--- src/core/cad_cfg.svh ---
// Purpose: Constants for the chiller alarm diagnostics block
// Assumes: 20 MHz sys_clk, one-second timebase
// Notes:   Offsets are byte addresses of 32-bit words
`ifndef CAD_CFG_SVH
`define CAD_CFG_SVH
// ----------------------------------------
// Timing
// ----------------------------------------
`define CAD_SEC_NS        1000000000
`define CAD_CLK_NS        50
`define CAD_WINDOW_SEC    12'd3600
// ----------------------------------------
// Register offsets
// ----------------------------------------
`define CAD_OFS_CTRL      8'h00
`define CAD_OFS_LP_BYP    8'h04
`define CAD_OFS_LP_EPH    8'h08
`define CAD_OFS_FL_BYP    8'h0c
`define CAD_OFS_FL_ACT    8'h10
`define CAD_OFS_FL_INACT  8'h14
`define CAD_OFS_FL_APH    8'h18
`define CAD_OFS_TH_BYP    8'h1c
`define CAD_OFS_PASSWORD  8'h20
`define CAD_OFS_PW_ENTRY  8'h24
`define CAD_OFS_STATUS    8'h28
`define CAD_OFS_IRQ_STAT  8'h2c
`define CAD_OFS_IRQ_MASK  8'h30
// ----------------------------------------
// Fields and reset values
// ----------------------------------------
`define CAD_CTRL_RESET    0
`define CAD_CTRL_LOCK     1
`define CAD_IRQ_W         5
`define CAD_RST_TIME      16'h000a
`define CAD_RST_COUNT     8'h05
`define CAD_RST_PW        16'h0000
`endif

--- src/core/cad_pkg.sv ---
// Purpose: Types for the chiller alarm diagnostics block
// Assumes: Nothing beyond the config header
// Notes:   Times are in seconds, counts in events per hour
package cad_pkg;
    // Software-set parameters of the diagnostics
    typedef struct packed {
        logic [15:0] lp_bypass_time;
        logic [7:0]  lp_events_per_hour;
        logic [15:0] flow_bypass_time;
        logic [15:0] flow_active_time;
        logic [15:0] flow_inactive_time;
        logic [7:0]  flow_alarms_per_hour;
        logic [15:0] thermal_bypass_time;
        logic [15:0] password;
    } cad_param_s;
    // Alarm state as shown to software
    typedef struct packed {
        logic copy_unlocked;
        logic thermal_alarm;
        logic flow_manual;
        logic flow_alarm;
        logic lp_manual;
        logic lp_alarm;
    } cad_alarm_s;
endpackage : cad_pkg

--- src/core/cad_top.sv ---
// Purpose: Low-pressure, flow and thermal switch alarm diagnostics
// Assumes: Switch pins asynchronous, run requests on sys_clk
// Notes:   All timers share one seconds tick; bypass restarts on each start
// Summary of operation
// - Ignore low pressure during compressor bypass
// - Low-pressure events over limit force manual
// - Hold off flow checks during pump bypass
// - Flow alarm after continuous active time
// - Active timer starts after bypass expires
// - Inactive time needed before flow clears
// - Flow alarms over limit force manual
// - Manual flow alarm stops the pump
// - Copy card needs correct password
// - Thermal checks wait after compressor start
`timescale 1ns/1ns
`include "cad_cfg.svh"

// ----------------------------------------
// Saturating seconds counter
// ----------------------------------------
module cad_secctr #(
    parameter int W = 16
) (
    input  wire logic         sys_clk,
    input  wire logic         reset_n,
    input  wire logic         en,
    input  wire logic         tick,
    input  wire logic [W-1:0] limit,
    output logic              done
);
    logic [W-1:0] cnt_ff;
    // Restart whenever the enable drops
    always_ff @(posedge sys_clk) begin
        if (!reset_n || !en)
            cnt_ff <= '0;
        else if (tick && cnt_ff < limit)
            cnt_ff <= cnt_ff + 1'b1;
    end
    assign done = en && (cnt_ff >= limit);
endmodule : cad_secctr
// ----------------------------------------
// Sliding one-hour event window
// ----------------------------------------
module cad_evwin #(
    parameter int DEPTH = 16
) (
    input  wire logic        sys_clk,
    input  wire logic        reset_n,
    input  wire logic [11:0] now,
    input  wire logic        evt,
    output logic [7:0]       count
);
    logic [11:0]      stamp_ff [DEPTH];
    logic [DEPTH-1:0] valid_ff;
    logic [DEPTH-1:0] keep;
    // drop old events
    // Stamps wrap at 4096 s, safe as entries expire at 3600 s
    always_comb begin
        for (int i = 0; i < DEPTH; i++)
            keep[i] = valid_ff[i] && (12'(now - stamp_ff[i]) < `CAD_WINDOW_SEC);
    end
    always_ff @(posedge sys_clk) begin
        if (!reset_n) begin
            valid_ff <= '0;
            for (int i = 0; i < DEPTH; i++)
                stamp_ff[i] <= 12'h000;
        end else if (evt) begin
            valid_ff <= {keep[DEPTH-2:0], 1'b1};
            stamp_ff[0] <= now;
            for (int i = 1; i < DEPTH; i++)
                stamp_ff[i] <= stamp_ff[i-1];
        end else begin
            valid_ff <= keep;
        end
    end
    // Count saturates at DEPTH; limits must not exceed it
    always_comb begin
        count = 8'h00;
        for (int i = 0; i < DEPTH; i++)
            count = count + 8'(valid_ff[i]);
    end
endmodule : cad_evwin
// ----------------------------------------
// Top level
// ----------------------------------------
module cad_top #(
    parameter int TICK_CYCLES = `CAD_SEC_NS / `CAD_CLK_NS,
    parameter int EV_DEPTH    = 16
) (
    input  wire logic        sys_clk,
    input  wire logic        reset_n,
    input  wire logic [7:0]  reg_addr,
    input  wire logic [31:0] reg_wdata,
    input  wire logic        reg_wr,
    input  wire logic        reg_rd,
    output logic [31:0]      reg_rdata_ff,
    input  wire logic        comp_req,
    input  wire logic        pump_req,
    input  wire logic        lp_switch,
    input  wire logic        flow_switch,
    input  wire logic        thermal_switch,
    input  wire logic        copy_req,
    output logic             comp_out_ff,
    output logic             pump_out_ff,
    output logic             copy_go_ff,
    output logic             irq_ff
);
    cad_pkg::cad_param_s           par_ff;
    cad_pkg::cad_alarm_s           al_ff;
    logic [2:0]                    s1_ff, s2_ff, s3_ff, pin_ff;
    logic [24:0]                   div_ff;
    logic [11:0]                   sec_ff;
    logic [`CAD_IRQ_W-1:0]         ist_ff, imask_ff;
    logic [7:0]                    lp_cnt, fl_cnt;
    logic tick, lp_act, fl_act, th_act, rst_cmd, lock_cmd, pw_wr;
    logic lp_byp_done, fl_byp_done, fl_act_done, fl_inact_done, th_byp_done;
    logic lp_set, fl_set, th_set, lp_to_man, fl_to_man;
    logic [`CAD_IRQ_W-1:0]         ev_vec;
    logic [31:0]                   rd_mux;
    // ----------------------------------------
    // Pin synchronisers and seconds tick
    // ----------------------------------------
    // Three stages; a level counts once stages two and three agree
    always_ff @(posedge sys_clk) begin
        if (!reset_n) begin
            s1_ff  <= 3'h0;
            s2_ff  <= 3'h0;
            s3_ff  <= 3'h0;
            pin_ff <= 3'h0;
        end else begin
            s1_ff  <= {thermal_switch, flow_switch, lp_switch};
            s2_ff  <= s1_ff;
            s3_ff  <= s2_ff;
            pin_ff <= (s2_ff & ~(s2_ff ^ s3_ff)) | (pin_ff & (s2_ff ^ s3_ff));
        end
    end
    assign lp_act = pin_ff[0];
    assign fl_act = pin_ff[1];
    assign th_act = pin_ff[2];
    assign tick   = (div_ff == 25'(TICK_CYCLES - 1));
    // One-second enable pulse and free seconds stamp
    always_ff @(posedge sys_clk) begin
        if (!reset_n) begin
            div_ff <= 25'h0;
            sec_ff <= 12'h000;
        end else begin
            div_ff <= tick ? 25'h0 : div_ff + 1'b1;
            sec_ff <= tick ? sec_ff + 1'b1 : sec_ff;
        end
    end
    // ----------------------------------------
    // Timers
    // ----------------------------------------
    // low-pressure bypass
    cad_secctr u_lp_byp (.sys_clk(sys_clk), .reset_n(reset_n), .en(comp_out_ff),
        .tick(tick), .limit(par_ff.lp_bypass_time), .done(lp_byp_done));
    cad_secctr u_fl_byp (.sys_clk(sys_clk), .reset_n(reset_n), .en(pump_out_ff),
        .tick(tick), .limit(par_ff.flow_bypass_time), .done(fl_byp_done));
    cad_secctr u_fl_act (.sys_clk(sys_clk), .reset_n(reset_n),
        .en(fl_byp_done && fl_act), .tick(tick),
        .limit(par_ff.flow_active_time), .done(fl_act_done));
    cad_secctr u_fl_ina (.sys_clk(sys_clk), .reset_n(reset_n), .en(!fl_act),
        .tick(tick), .limit(par_ff.flow_inactive_time), .done(fl_inact_done));
    cad_secctr u_th_byp (.sys_clk(sys_clk), .reset_n(reset_n), .en(comp_out_ff),
        .tick(tick), .limit(par_ff.thermal_bypass_time), .done(th_byp_done));
    // ----------------------------------------
    // Event windows and alarm decisions
    // ----------------------------------------
    // hourly event counts
    cad_evwin #(.DEPTH(EV_DEPTH)) u_lp_win (.sys_clk(sys_clk), .reset_n(reset_n),
        .now(sec_ff), .evt(lp_set), .count(lp_cnt));
    cad_evwin #(.DEPTH(EV_DEPTH)) u_fl_win (.sys_clk(sys_clk), .reset_n(reset_n),
        .now(sec_ff), .evt(fl_set), .count(fl_cnt));
    assign fl_set    = fl_act_done && !al_ff.flow_alarm;
    assign lp_set    = lp_byp_done && lp_act && !al_ff.lp_alarm;
    assign th_set    = th_byp_done && th_act && !al_ff.thermal_alarm;
    assign lp_to_man = lp_set && (9'(lp_cnt) + 9'h001 > 9'(par_ff.lp_events_per_hour));
    assign fl_to_man = fl_set && (9'(fl_cnt) + 9'h001 > 9'(par_ff.flow_alarms_per_hour));
    assign ev_vec    = {th_set, fl_to_man, lp_to_man, fl_set, lp_set};
    // auto clear or command
    // Manual state set wins over a reset command in the same cycle
    always_ff @(posedge sys_clk) begin
        if (!reset_n) begin
            al_ff <= '0;
        end else begin
            al_ff.lp_alarm      <= lp_set || (al_ff.lp_alarm &&
                                   (al_ff.lp_manual ? !rst_cmd : lp_act));
            al_ff.lp_manual     <= lp_to_man || (al_ff.lp_manual && !rst_cmd);
            al_ff.flow_alarm    <= fl_set || (al_ff.flow_alarm &&
                                   (al_ff.flow_manual ? !rst_cmd : !fl_inact_done));
            al_ff.flow_manual   <= fl_to_man || (al_ff.flow_manual && !rst_cmd);
            al_ff.thermal_alarm <= th_set || (al_ff.thermal_alarm && th_act);
            al_ff.copy_unlocked <= pw_wr ? (reg_wdata[15:0] == par_ff.password)
                                 : (al_ff.copy_unlocked && !lock_cmd);
        end
    end
    // ----------------------------------------
    // Actuator and copy outputs
    // ----------------------------------------
    // pump stop on manual
    always_ff @(posedge sys_clk) begin
        if (!reset_n) begin
            comp_out_ff <= 1'b0;
            pump_out_ff <= 1'b0;
            copy_go_ff  <= 1'b0;
        end else begin
            comp_out_ff <= comp_req && !al_ff.lp_alarm && !al_ff.thermal_alarm;
            pump_out_ff <= pump_req && !al_ff.flow_manual && !fl_to_man;
            copy_go_ff  <= copy_req && al_ff.copy_unlocked;
        end
    end
    // ----------------------------------------
    // Register file and interrupt
    // ----------------------------------------
    assign rst_cmd  = reg_wr && reg_addr == `CAD_OFS_CTRL && reg_wdata[`CAD_CTRL_RESET];
    assign lock_cmd = reg_wr && reg_addr == `CAD_OFS_CTRL && reg_wdata[`CAD_CTRL_LOCK];
    assign pw_wr    = reg_wr && reg_addr == `CAD_OFS_PW_ENTRY;
    // Parameter writes take the low bits only
    always_ff @(posedge sys_clk) begin
        if (!reset_n) begin
            par_ff <= {`CAD_RST_TIME, `CAD_RST_COUNT, `CAD_RST_TIME, `CAD_RST_TIME,
                       `CAD_RST_TIME, `CAD_RST_COUNT, `CAD_RST_TIME, `CAD_RST_PW};
        end else if (reg_wr) begin
            case (reg_addr)
                `CAD_OFS_LP_BYP:   par_ff.lp_bypass_time       <= reg_wdata[15:0];
                `CAD_OFS_LP_EPH:   par_ff.lp_events_per_hour   <= reg_wdata[7:0];
                `CAD_OFS_FL_BYP:   par_ff.flow_bypass_time     <= reg_wdata[15:0];
                `CAD_OFS_FL_ACT:   par_ff.flow_active_time     <= reg_wdata[15:0];
                `CAD_OFS_FL_INACT: par_ff.flow_inactive_time   <= reg_wdata[15:0];
                `CAD_OFS_FL_APH:   par_ff.flow_alarms_per_hour <= reg_wdata[7:0];
                `CAD_OFS_TH_BYP:   par_ff.thermal_bypass_time  <= reg_wdata[15:0];
                `CAD_OFS_PASSWORD: par_ff.password             <= reg_wdata[15:0];
                default:           par_ff                      <= par_ff;
            endcase
        end
    end
    // Sticky events; a new event beats a write-one clear
    always_ff @(posedge sys_clk) begin
        if (!reset_n) begin
            ist_ff   <= '0;
            imask_ff <= '0;
            irq_ff   <= 1'b0;
        end else begin
            ist_ff   <= ev_vec | (ist_ff & ~((reg_wr && reg_addr == `CAD_OFS_IRQ_STAT)
                        ? reg_wdata[`CAD_IRQ_W-1:0] : '0));
            imask_ff <= (reg_wr && reg_addr == `CAD_OFS_IRQ_MASK)
                        ? reg_wdata[`CAD_IRQ_W-1:0] : imask_ff;
            irq_ff   <= |(ist_ff & imask_ff);
        end
    end
    // Password is write-only so it never leaks back
    assign rd_mux =
        reg_addr == `CAD_OFS_LP_BYP   ? {16'h0, par_ff.lp_bypass_time} :
        reg_addr == `CAD_OFS_LP_EPH   ? {24'h0, par_ff.lp_events_per_hour} :
        reg_addr == `CAD_OFS_FL_BYP   ? {16'h0, par_ff.flow_bypass_time} :
        reg_addr == `CAD_OFS_FL_ACT   ? {16'h0, par_ff.flow_active_time} :
        reg_addr == `CAD_OFS_FL_INACT ? {16'h0, par_ff.flow_inactive_time} :
        reg_addr == `CAD_OFS_FL_APH   ? {24'h0, par_ff.flow_alarms_per_hour} :
        reg_addr == `CAD_OFS_TH_BYP   ? {16'h0, par_ff.thermal_bypass_time} :
        reg_addr == `CAD_OFS_STATUS   ? {8'h0, fl_cnt, lp_cnt, 2'h0, al_ff} :
        reg_addr == `CAD_OFS_IRQ_STAT ? {27'h0, ist_ff} :
        reg_addr == `CAD_OFS_IRQ_MASK ? {27'h0, imask_ff} : 32'h0;
    // Read data valid only in the cycle after the strobe
    always_ff @(posedge sys_clk) begin
        if (!reset_n)
            reg_rdata_ff <= 32'h0;
        else
            reg_rdata_ff <= reg_rd ? rd_mux : 32'h0;
    end
    // ----------------------------------------
    // Assertions
    // ----------------------------------------
    property p_lp_bypass;
        @(posedge sys_clk) disable iff (!reset_n)
        $rose(al_ff.lp_alarm) |-> $past(lp_byp_done) && $past(lp_act);
    endproperty
    a_lp_bypass: assert property (p_lp_bypass) else $error("lp alarm in bypass");
    property p_lp_manual;
        @(posedge sys_clk) disable iff (!reset_n)
        lp_to_man |=> al_ff.lp_manual && al_ff.lp_alarm;
    endproperty
    a_lp_manual: assert property (p_lp_manual) else $error("lp not manual");
    property p_fl_bypass;
        @(posedge sys_clk) disable iff (!reset_n)
        $rose(al_ff.flow_alarm) |-> $past(fl_byp_done);
    endproperty
    a_fl_bypass: assert property (p_fl_bypass) else $error("flow alarm in bypass");
    property p_fl_active;
        @(posedge sys_clk) disable iff (!reset_n)
        $rose(al_ff.flow_alarm) |-> $past(fl_act) && $past(fl_act_done);
    endproperty
    a_fl_active: assert property (p_fl_active) else $error("flow alarm early");
    property p_fl_order;
        @(posedge sys_clk) disable iff (!reset_n)
        !fl_byp_done |-> !fl_act_done;
    endproperty
    a_fl_order: assert property (p_fl_order) else $error("active timer in bypass");
    property p_fl_inact;
        @(posedge sys_clk) disable iff (!reset_n)
        $fell(al_ff.flow_alarm) && !$past(al_ff.flow_manual) |-> $past(fl_inact_done);
    endproperty
    a_fl_inact: assert property (p_fl_inact) else $error("flow cleared early");
    property p_fl_manual;
        @(posedge sys_clk) disable iff (!reset_n)
        fl_set && (fl_cnt >= par_ff.flow_alarms_per_hour) |=> al_ff.flow_manual;
    endproperty
    a_fl_manual: assert property (p_fl_manual) else $error("flow not manual");
    property p_pump_off;
        @(posedge sys_clk) disable iff (!reset_n)
        al_ff.flow_manual |=> !pump_out_ff;
    endproperty
    a_pump_off: assert property (p_pump_off) else $error("pump on while manual");
    property p_copy;
        @(posedge sys_clk) disable iff (!reset_n)
        copy_go_ff |-> $past(al_ff.copy_unlocked) && $past(copy_req);
    endproperty
    a_copy: assert property (p_copy) else $error("copy without password");
    property p_th_bypass;
        @(posedge sys_clk) disable iff (!reset_n)
        $rose(al_ff.thermal_alarm) |-> $past(th_byp_done);
    endproperty
    a_th_bypass: assert property (p_th_bypass) else $error("thermal in bypass");
    property p_latch;
        @(posedge sys_clk) disable iff (!reset_n)
        al_ff.lp_manual && !rst_cmd |=> al_ff.lp_alarm && al_ff.lp_manual;
    endproperty
    a_latch: assert property (p_latch) else $error("manual alarm dropped");
endmodule : cad_top

--- config.mk ---
export PLATFORM = sky130hd
export DESIGN_NAME = cad_top
export DESIGN_NICKNAME = d
export VERILOG_FILES = /design/src/core/cad_pkg.sv /design/src/core/cad_top.sv
export VERILOG_INCLUDE_DIRS = /design/src /design/src/core
export SDC_FILE = /design/constraint.sdc
export NUM_CORES = 2
export LEC_CHECK = 0
export BUFFER_PORTS_ARGS = -buffer_cell sky130_fd_sc_hd__buf_4
export CAP_MARGIN = 20
export CORE_MARGIN = 2
export CORE_UTILIZATION = 58
export DETAILED_ROUTE_END_ITERATION = 7
export GPL_TIMING_DRIVEN = 0
export MAX_ROUTING_LAYER = met4
export PLACE_DENSITY = 0.77
export SLEW_MARGIN = 20
export SYNTH_ARGS = -nofsm -noshare
export SYNTH_HDL_FRONTEND = slang
export SYNTH_HIERARCHICAL = 1
export SYNTH_SLANG_ARGS = --single-unit
--- constraint.sdc ---
create_clock -name sys_clk -period 7.7 [get_ports sys_clk]
set_input_delay 0.385 -clock sys_clk [delete_from_list [all_inputs] [get_ports sys_clk]]
set_output_delay 0.385 -clock sys_clk [all_outputs]
set_load 0.005 [all_outputs]
* Word level (Yosys, flattened, before mapping)
Memory sizes are Yosys's and may differ from the RTL's.
Cells that the tools add are included.
** Storage, ports and cells
- Bits in registers :: 325
- RAM bits :: 384
- Input port bits :: 50
- Output and inout port bits :: 36
- Word-level logic and storage cells :: 368
- Memories kept :: 2
** Memories
- u_fl_win.stamp_ff :: depth 16, width 12, rd ports 16, clocked after Yosys merged registers in 0, wr ports 16, RTL line cad_top.sv:53 : logic [11:0] stamp_ff [DEPTH];
- u_lp_win.stamp_ff :: depth 16, width 12, rd ports 16, clocked after Yosys merged registers in 0, wr ports 16, RTL line cad_top.sv:53
** Operators by class
- $add $sub $neg :: 71
- Order comparisons :: 44
- Equality and inequality tests :: 14
- Mux-type cells :: 55
- Bitwise operators :: 43
- Reductions and logical operators :: 103
** Operators by type and width (count)
- less-than comparator 12 bit (second input constant) :: 32
- 2-to-1 mux 12 bit :: 32
- subtractor 12 bit :: 32
- adder 8 x 1 -> 8 bit :: 28
- 2-to-1 mux 16 bit :: 9
- adder 16 x 1 -> 16 bit (second input constant) :: 5
- >= comparator 16 bit :: 5
- less-than comparator 16 bit :: 5
- logical AND 1 bit :: 67
- equality test 8 x 6 -> 1 bit (second input constant) :: 5
- equality test 8 x 5 -> 1 bit (second input constant) :: 4
- OR 1 bit :: 32
- adder 25 x 1 -> 25 bit (second input constant) :: 1
- equality test 25 bit (second input constant) :: 1
- 2-to-1 mux 24 bit :: 1
- adder 8 x 1 -> 9 bit (second input constant) :: 2
- greater-than comparator 9 x 8 -> 1 bit :: 2
- AND reduction 2 bit :: 9
- equality test 16 bit :: 1
- equality test 8 x 4 -> 1 bit (second input constant) :: 2
- 2-to-1 mux 5 bit :: 3
- logical NOT 1 bit :: 13
- adder 12 x 1 -> 12 bit (second input constant) :: 1
- OR reduction 11 bit :: 1
- other kinds (16) :: 37

* Logic depth before layout (Yosys ltp)
- Word-level depth :: 23
- Gate-level depth with buffers :: 19
- Mapped depth without buffers :: 19

* Modules after synthesis
Netlist, hierarchy kept.
** Modules (own cells, without submodules)
- cad_evwin at u_fl_win :: times used 1, cells each 1359, area each 13875.8 µm², sequential area each 6085.8 µm²
- cad_evwin at u_lp_win :: times used 1, cells each 1340, area each 13708.1 µm², sequential area each 6085.8 µm²
- cad_top :: times used 1, cells each 1174, area each 9596.7 µm², sequential area each 4103.9 µm²
- cad_secctr :: times used 5, cells each 150, area each 1231.2 µm², sequential area each 320.3 µm²

* Worst setup path after synthesis
OpenSTA, ideal clock, no wires.
- Path type :: reg2reg
- Start :: reg par_ff[109] (netlist name)
- End :: reg u_lp_win.valid_ff[10]
- Data arrival time :: 6895 ps
- Slack :: 466 ps
- Cell stages (with the launch flop) :: 14
- Cells stage by stage :: dfxtp_1 inv_1 ha_1 nand4_2 nor3_1 a21oi_4 a31oi_1 inv_1 nor3b_1 clkbuf_1 inv_1 clkbuf_1 nand2_1 o22ai_1
** Between the ends
- Word-level cells in the longest chain between the ends :: 5
** Ends and longest elaborated chain
- from (decl) :: RTL line cad_top.sv:108 : cad_pkg::cad_param_s par_ff;
- from (signal assigned) :: RTL line cad_top.sv:221 : par_ff <= {`CAD_RST_TIME, `CAD_RST_COUNT, `CAD_RST_TIME, `CAD_RST_TIME,
- from (signal assigned) :: RTL line cad_top.sv:233 : default: par_ff <= par_ff;
- >= comparator 16 bit :: RTL line cad_top.sv:39 : assign done = en && (cnt_ff >= limit);
- logical AND 1 bit :: RTL line cad_top.sv:39
- net lp_byp_done :: RTL line cad_top.sv:116 : logic lp_byp_done, fl_byp_done, fl_act_done, fl_inact_done, th_byp_done;
- logical AND 1 bit (2 in series) :: RTL line cad_top.sv:175 : assign lp_set = lp_byp_done && lp_act && !al_ff.lp_alarm;
- net lp_set :: RTL line cad_top.sv:117 : logic lp_set, fl_set, th_set, lp_to_man, fl_to_man;
- 2-to-1 mux 16 bit :: RTL line cad_top.sv:67 : end else if (evt) begin
- to (signal assigned) :: RTL line cad_top.sv:68 : valid_ff <= {keep[DEPTH-2:0], 1'b1};
- to (signal assigned) :: RTL line cad_top.sv:73 : valid_ff <= keep;
- to (decl) :: RTL line cad_top.sv:54 : logic [DEPTH-1:0] valid_ff;
The timed path passes the listed nets, and every way through them passes these cells.
A chain may end at the register's enable or synchronous reset.

* Worst setup path in the final report
- Start :: reg u_fl_win.valid_ff[0]
- End :: reg pump_out_ff
** Between the ends
- Word-level cells in the longest chain between the ends :: 20
** Ends and longest elaborated chain
- from (decl) :: RTL line cad_top.sv:54
- from (signal assigned) :: RTL line cad_top.sv:68
- from (signal assigned) :: RTL line cad_top.sv:73
- adder 1 x 1 -> 2 bit :: RTL line cad_top.sv:80 : count = count + 8'(valid_ff[i]);
- adder 8 x 1 -> 8 bit (14 in series) :: RTL line cad_top.sv:80
- net fl_cnt[2] :: RTL line cad_top.sv:114 : logic [7:0] lp_cnt, fl_cnt;
- adder 8 x 1 -> 9 bit :: RTL line cad_top.sv:178 : assign fl_to_man = fl_set && (9'(fl_cnt) + 9'h001 > 9'(par_ff.flow_alarms_per_hour));
- greater-than comparator 9 x 8 -> 1 bit :: RTL line cad_top.sv:178
- logical AND 1 bit :: RTL line cad_top.sv:178
- logical NOT 1 bit :: RTL line cad_top.sv:208 : pump_out_ff <= pump_req && !al_ff.flow_manual && !fl_to_man;
- logical AND 1 bit :: RTL line cad_top.sv:208
- to (signal assigned) :: RTL line cad_top.sv:208
- to (decl) :: RTL line cad_top.sv:104 : output logic pump_out_ff,
The timed path passes the listed nets, and every way through them passes these cells.

==> reports/metrics.yaml <==
grt_overflow: 0
dpl.cell_count: 5659
syn_to_final_growth_pct: 10.4
cts.reportedPaths.clkPinSlew_ps: 60
status: "finished clean"
core_area_um2: 74200
worstSetupStartpointType: "register"
combPwrFrac_pct: 6.4
routed_wl_mm: 113
antenna_left: 0
fin_skew_ps: 39.2
synth_edf_count: 384
whs_path_depth: 3
synthFlopType: "edfxtp_1"
maxSlewViolCount: 0
syn_avg_cell_area_um2: 9.37
chipWidth_um: 277
die_h_um: 277
syn_area_um2: 43300
reg2reg_depth: 17
seq_power_share_pct: 48.4
place_area_um2: 45200
finalHoldViolCount: 0
hold_path.class: "in -> reg"
critPathCaptureType: "register"
dp_hpwl_mm: 80.5
synth_cells: 4623
worstPathArrival_ps: 5810
synth_most_common_cell: "inv_1"
num_vias: 34700
fin_crit_sh_pct: 68.4
setup_tns_ps: 0
first_iter_violations: 2888
place_congestion: 0.997
cts_setup_buffers: 0
antenna_found_initial: 1
ys_seq_area_share_pct: 41.3
clkPwrFrac_pct: 45.2
synth_commonest_cells: "532 x inv_1, 474 x nor2_1, 435 x ha_1"
internal_power_uw: 6440
relSlewSlack_pct: 23.3
fin_cells: 5808
grt_pass1_vias: 33700
synth_area_leaders: "edfxtp_1 27%, dfxtp_1 15%, ha_1 13%"
root_buffer: "clkbuf_16"
start_util_pct: 58.4
drive_gt1_share_pct: 7.85
cts_hold_buffers: 4
synth_top_cell_area_share_pct: 26.6
cts-buffers-inserted: 79
dieArea_um2: 76900
ys_ff_latch: 701
fmax_ghz: 0.190
avgViaCountPerCell: 5.97
period_needed_ps: 5270
final_area_um2: 47900
antenna_cells: 0
yosysUniqueCellTypes: 106
power.leakage_uw: 0.0199
num_io_pins: 86
critPathMaxFanout: 5
cts_buffer_depth: 3
switching_share_pct: 23.4
holdWs_ps: 32.2
cts.sinks: 701
finalSetupViolations: 0
drv_cap: 0
drc: 0
switchingPower_uw: 1970
grt_max_degree: 112
required_ps: 8250
grt_usage_pct: 29.9
ys_warn_count: 6
utilization_pct: 64.5
rsz0062_at_grt: "no"
p_per_area_nw_per_um2: 176
grt_pass1_wl_mm: 179
yosys.area.top_type: "edfxtp_1"
ys_async_sr_fraction_pct: 0
final_nets: 5280
cts.repair.resized: 0
worst_slew_pin_slew_ps: 1120
htreeDepth: 3
max-vdd-ir-drop_mv: 0.155
io_buffer_count: 48
critPathKind: "reg -> reg"
routedWlPerCell_um: 19.5
row_count: 100
cts_tree: "built"
drtPass1Iterations: 7
clk_latency_ps: 650
-- worst paths after layout --
path	to	slack, ps	start
worst max-delay path	pump_out_ff$_SDFF_PN0_	2430	u_fl_win/valid_ff[0]$_SDFF_PN0_
worst min-delay path	comp_out_ff$_SDFF_PN0_	30	comp_req
worst max register to register	pump_out_ff$_SDFF_PN0_	2430	u_fl_win/valid_ff[0]$_SDFF_PN0_
worst min register to register	s2_ff[0]$_SDFF_PN0_	420	s1_ff[0]$_SDFF_PN0_
-- cells in the final DEF, fill, tap and decap left out, types with 59 or more instances in the layout --
| cell type | instances |
|---|---|
| buf_4 | 63 |
| or3_1 | 59 |
| edfxtp_1 | 384 |
| xor2_1 | 119 |
| nand4_1 | 76 |
| nand3_1 | 157 |
| o21ai_0 | 117 |
| mux2i_1 | 60 |
| nor3_1 | 89 |
| and3_1 | 93 |
| clkbuf_16 | 82 |
| nand2_1 | 355 |
| xnor2_1 | 128 |
| clkbuf_1 | 129 |
| and2_1 | 119 |
| a21oi_1 | 273 |
| dfxtp_1 | 306 |
| ha_1 | 435 |
| nor2_1 | 473 |
| inv_1 | 532 |
-- state kept, by name, indices dropped and copies added (netlist names), 6 cells and up, named ones only --
register           flops
al_ff                  6
div_ff                25
par_ff               112
reg_rdata_ff          24
sec_ff                12
u_fl_act/cnt_ff       16
u_fl_byp/cnt_ff       16
u_fl_ina/cnt_ff       16
u_fl_win/stamp_ff    192
u_fl_win/valid_ff     16
u_lp_byp/cnt_ff       16
u_lp_win/stamp_ff    192
u_lp_win/valid_ff     16
u_th_byp/cnt_ff       16
-- per-layer routing --
layer  vias up  GRT usage, %  part of all wire, %  wire length (µm)
li1      16600             -                    -                 -
met5         -             -                    0                 0
met1     16700          36.9                   41             46800
met2      1153          50.4                   49             55100
met4         0          10.8                  3.2              3670
met3       218          3.78                  6.7              7570
-- worst max-delay path, stage by stage (launching register included) --
cell and delay (ps):
dfxtp_1 340, fa_1 530, inv_1 50, fa_1 530, fa_1 450, fa_1 490
inv_1 40, ha_1 200, fa_1 400, xor2_1 500, nand3_1 150, nor2_1 180
xor2_1 170, ha_1 290, a211o_1 270, a21oi_1 110, a31o_2 200, and3_1 270
-- cells by family after synthesis --
logic type,Yosys count,synth area share [%]
AND/OR/NAND/NOR,1685,20.1
AO/OA/AOI/OAI,772,12.3
flip-flops,701,41.3
buffers and inverters,695,6.28
adder cells (fa/ha/maj),455,13.5
XOR/XNOR,247,4.99
multiplexers,65,1.57
other,3,0.0260
-- through the flow --
stage | setup WS [ps] | total power, µW
2_1_floorplan | 466 | 4520
5_1_grt | 2150 | 8680
4_1_cts | 2480 | 8460
3_3_place_gp | -2550 | 4670
6_report | 2430 | 8410
3_5_place_dp | 2470 | 4670
-- power by group through the flow --
stage	sequential, µW	combinational (µW)	clock, µW
floorplan	4150	373	0
global placement	4170	502	0
detailed placement	4150	524	0
CTS	4070	531	3860
global route	4080	593	4010
finish	4070	539	3800
-- area by class of cell --
cell class                      count  area, µm²
Inverter                          535       2020
Timing Repair Buffer               60        591
Buffer                            160        713
Multi-Input combinational cell   3238      22800
Fill cell                        6009      26300
Clock inverter                     42        415
Sequential cell                   701      17900
Tap cell                          969       1210
Clock buffer                      103       2200
Note: power is estimated with default switching activity, not from simulation.
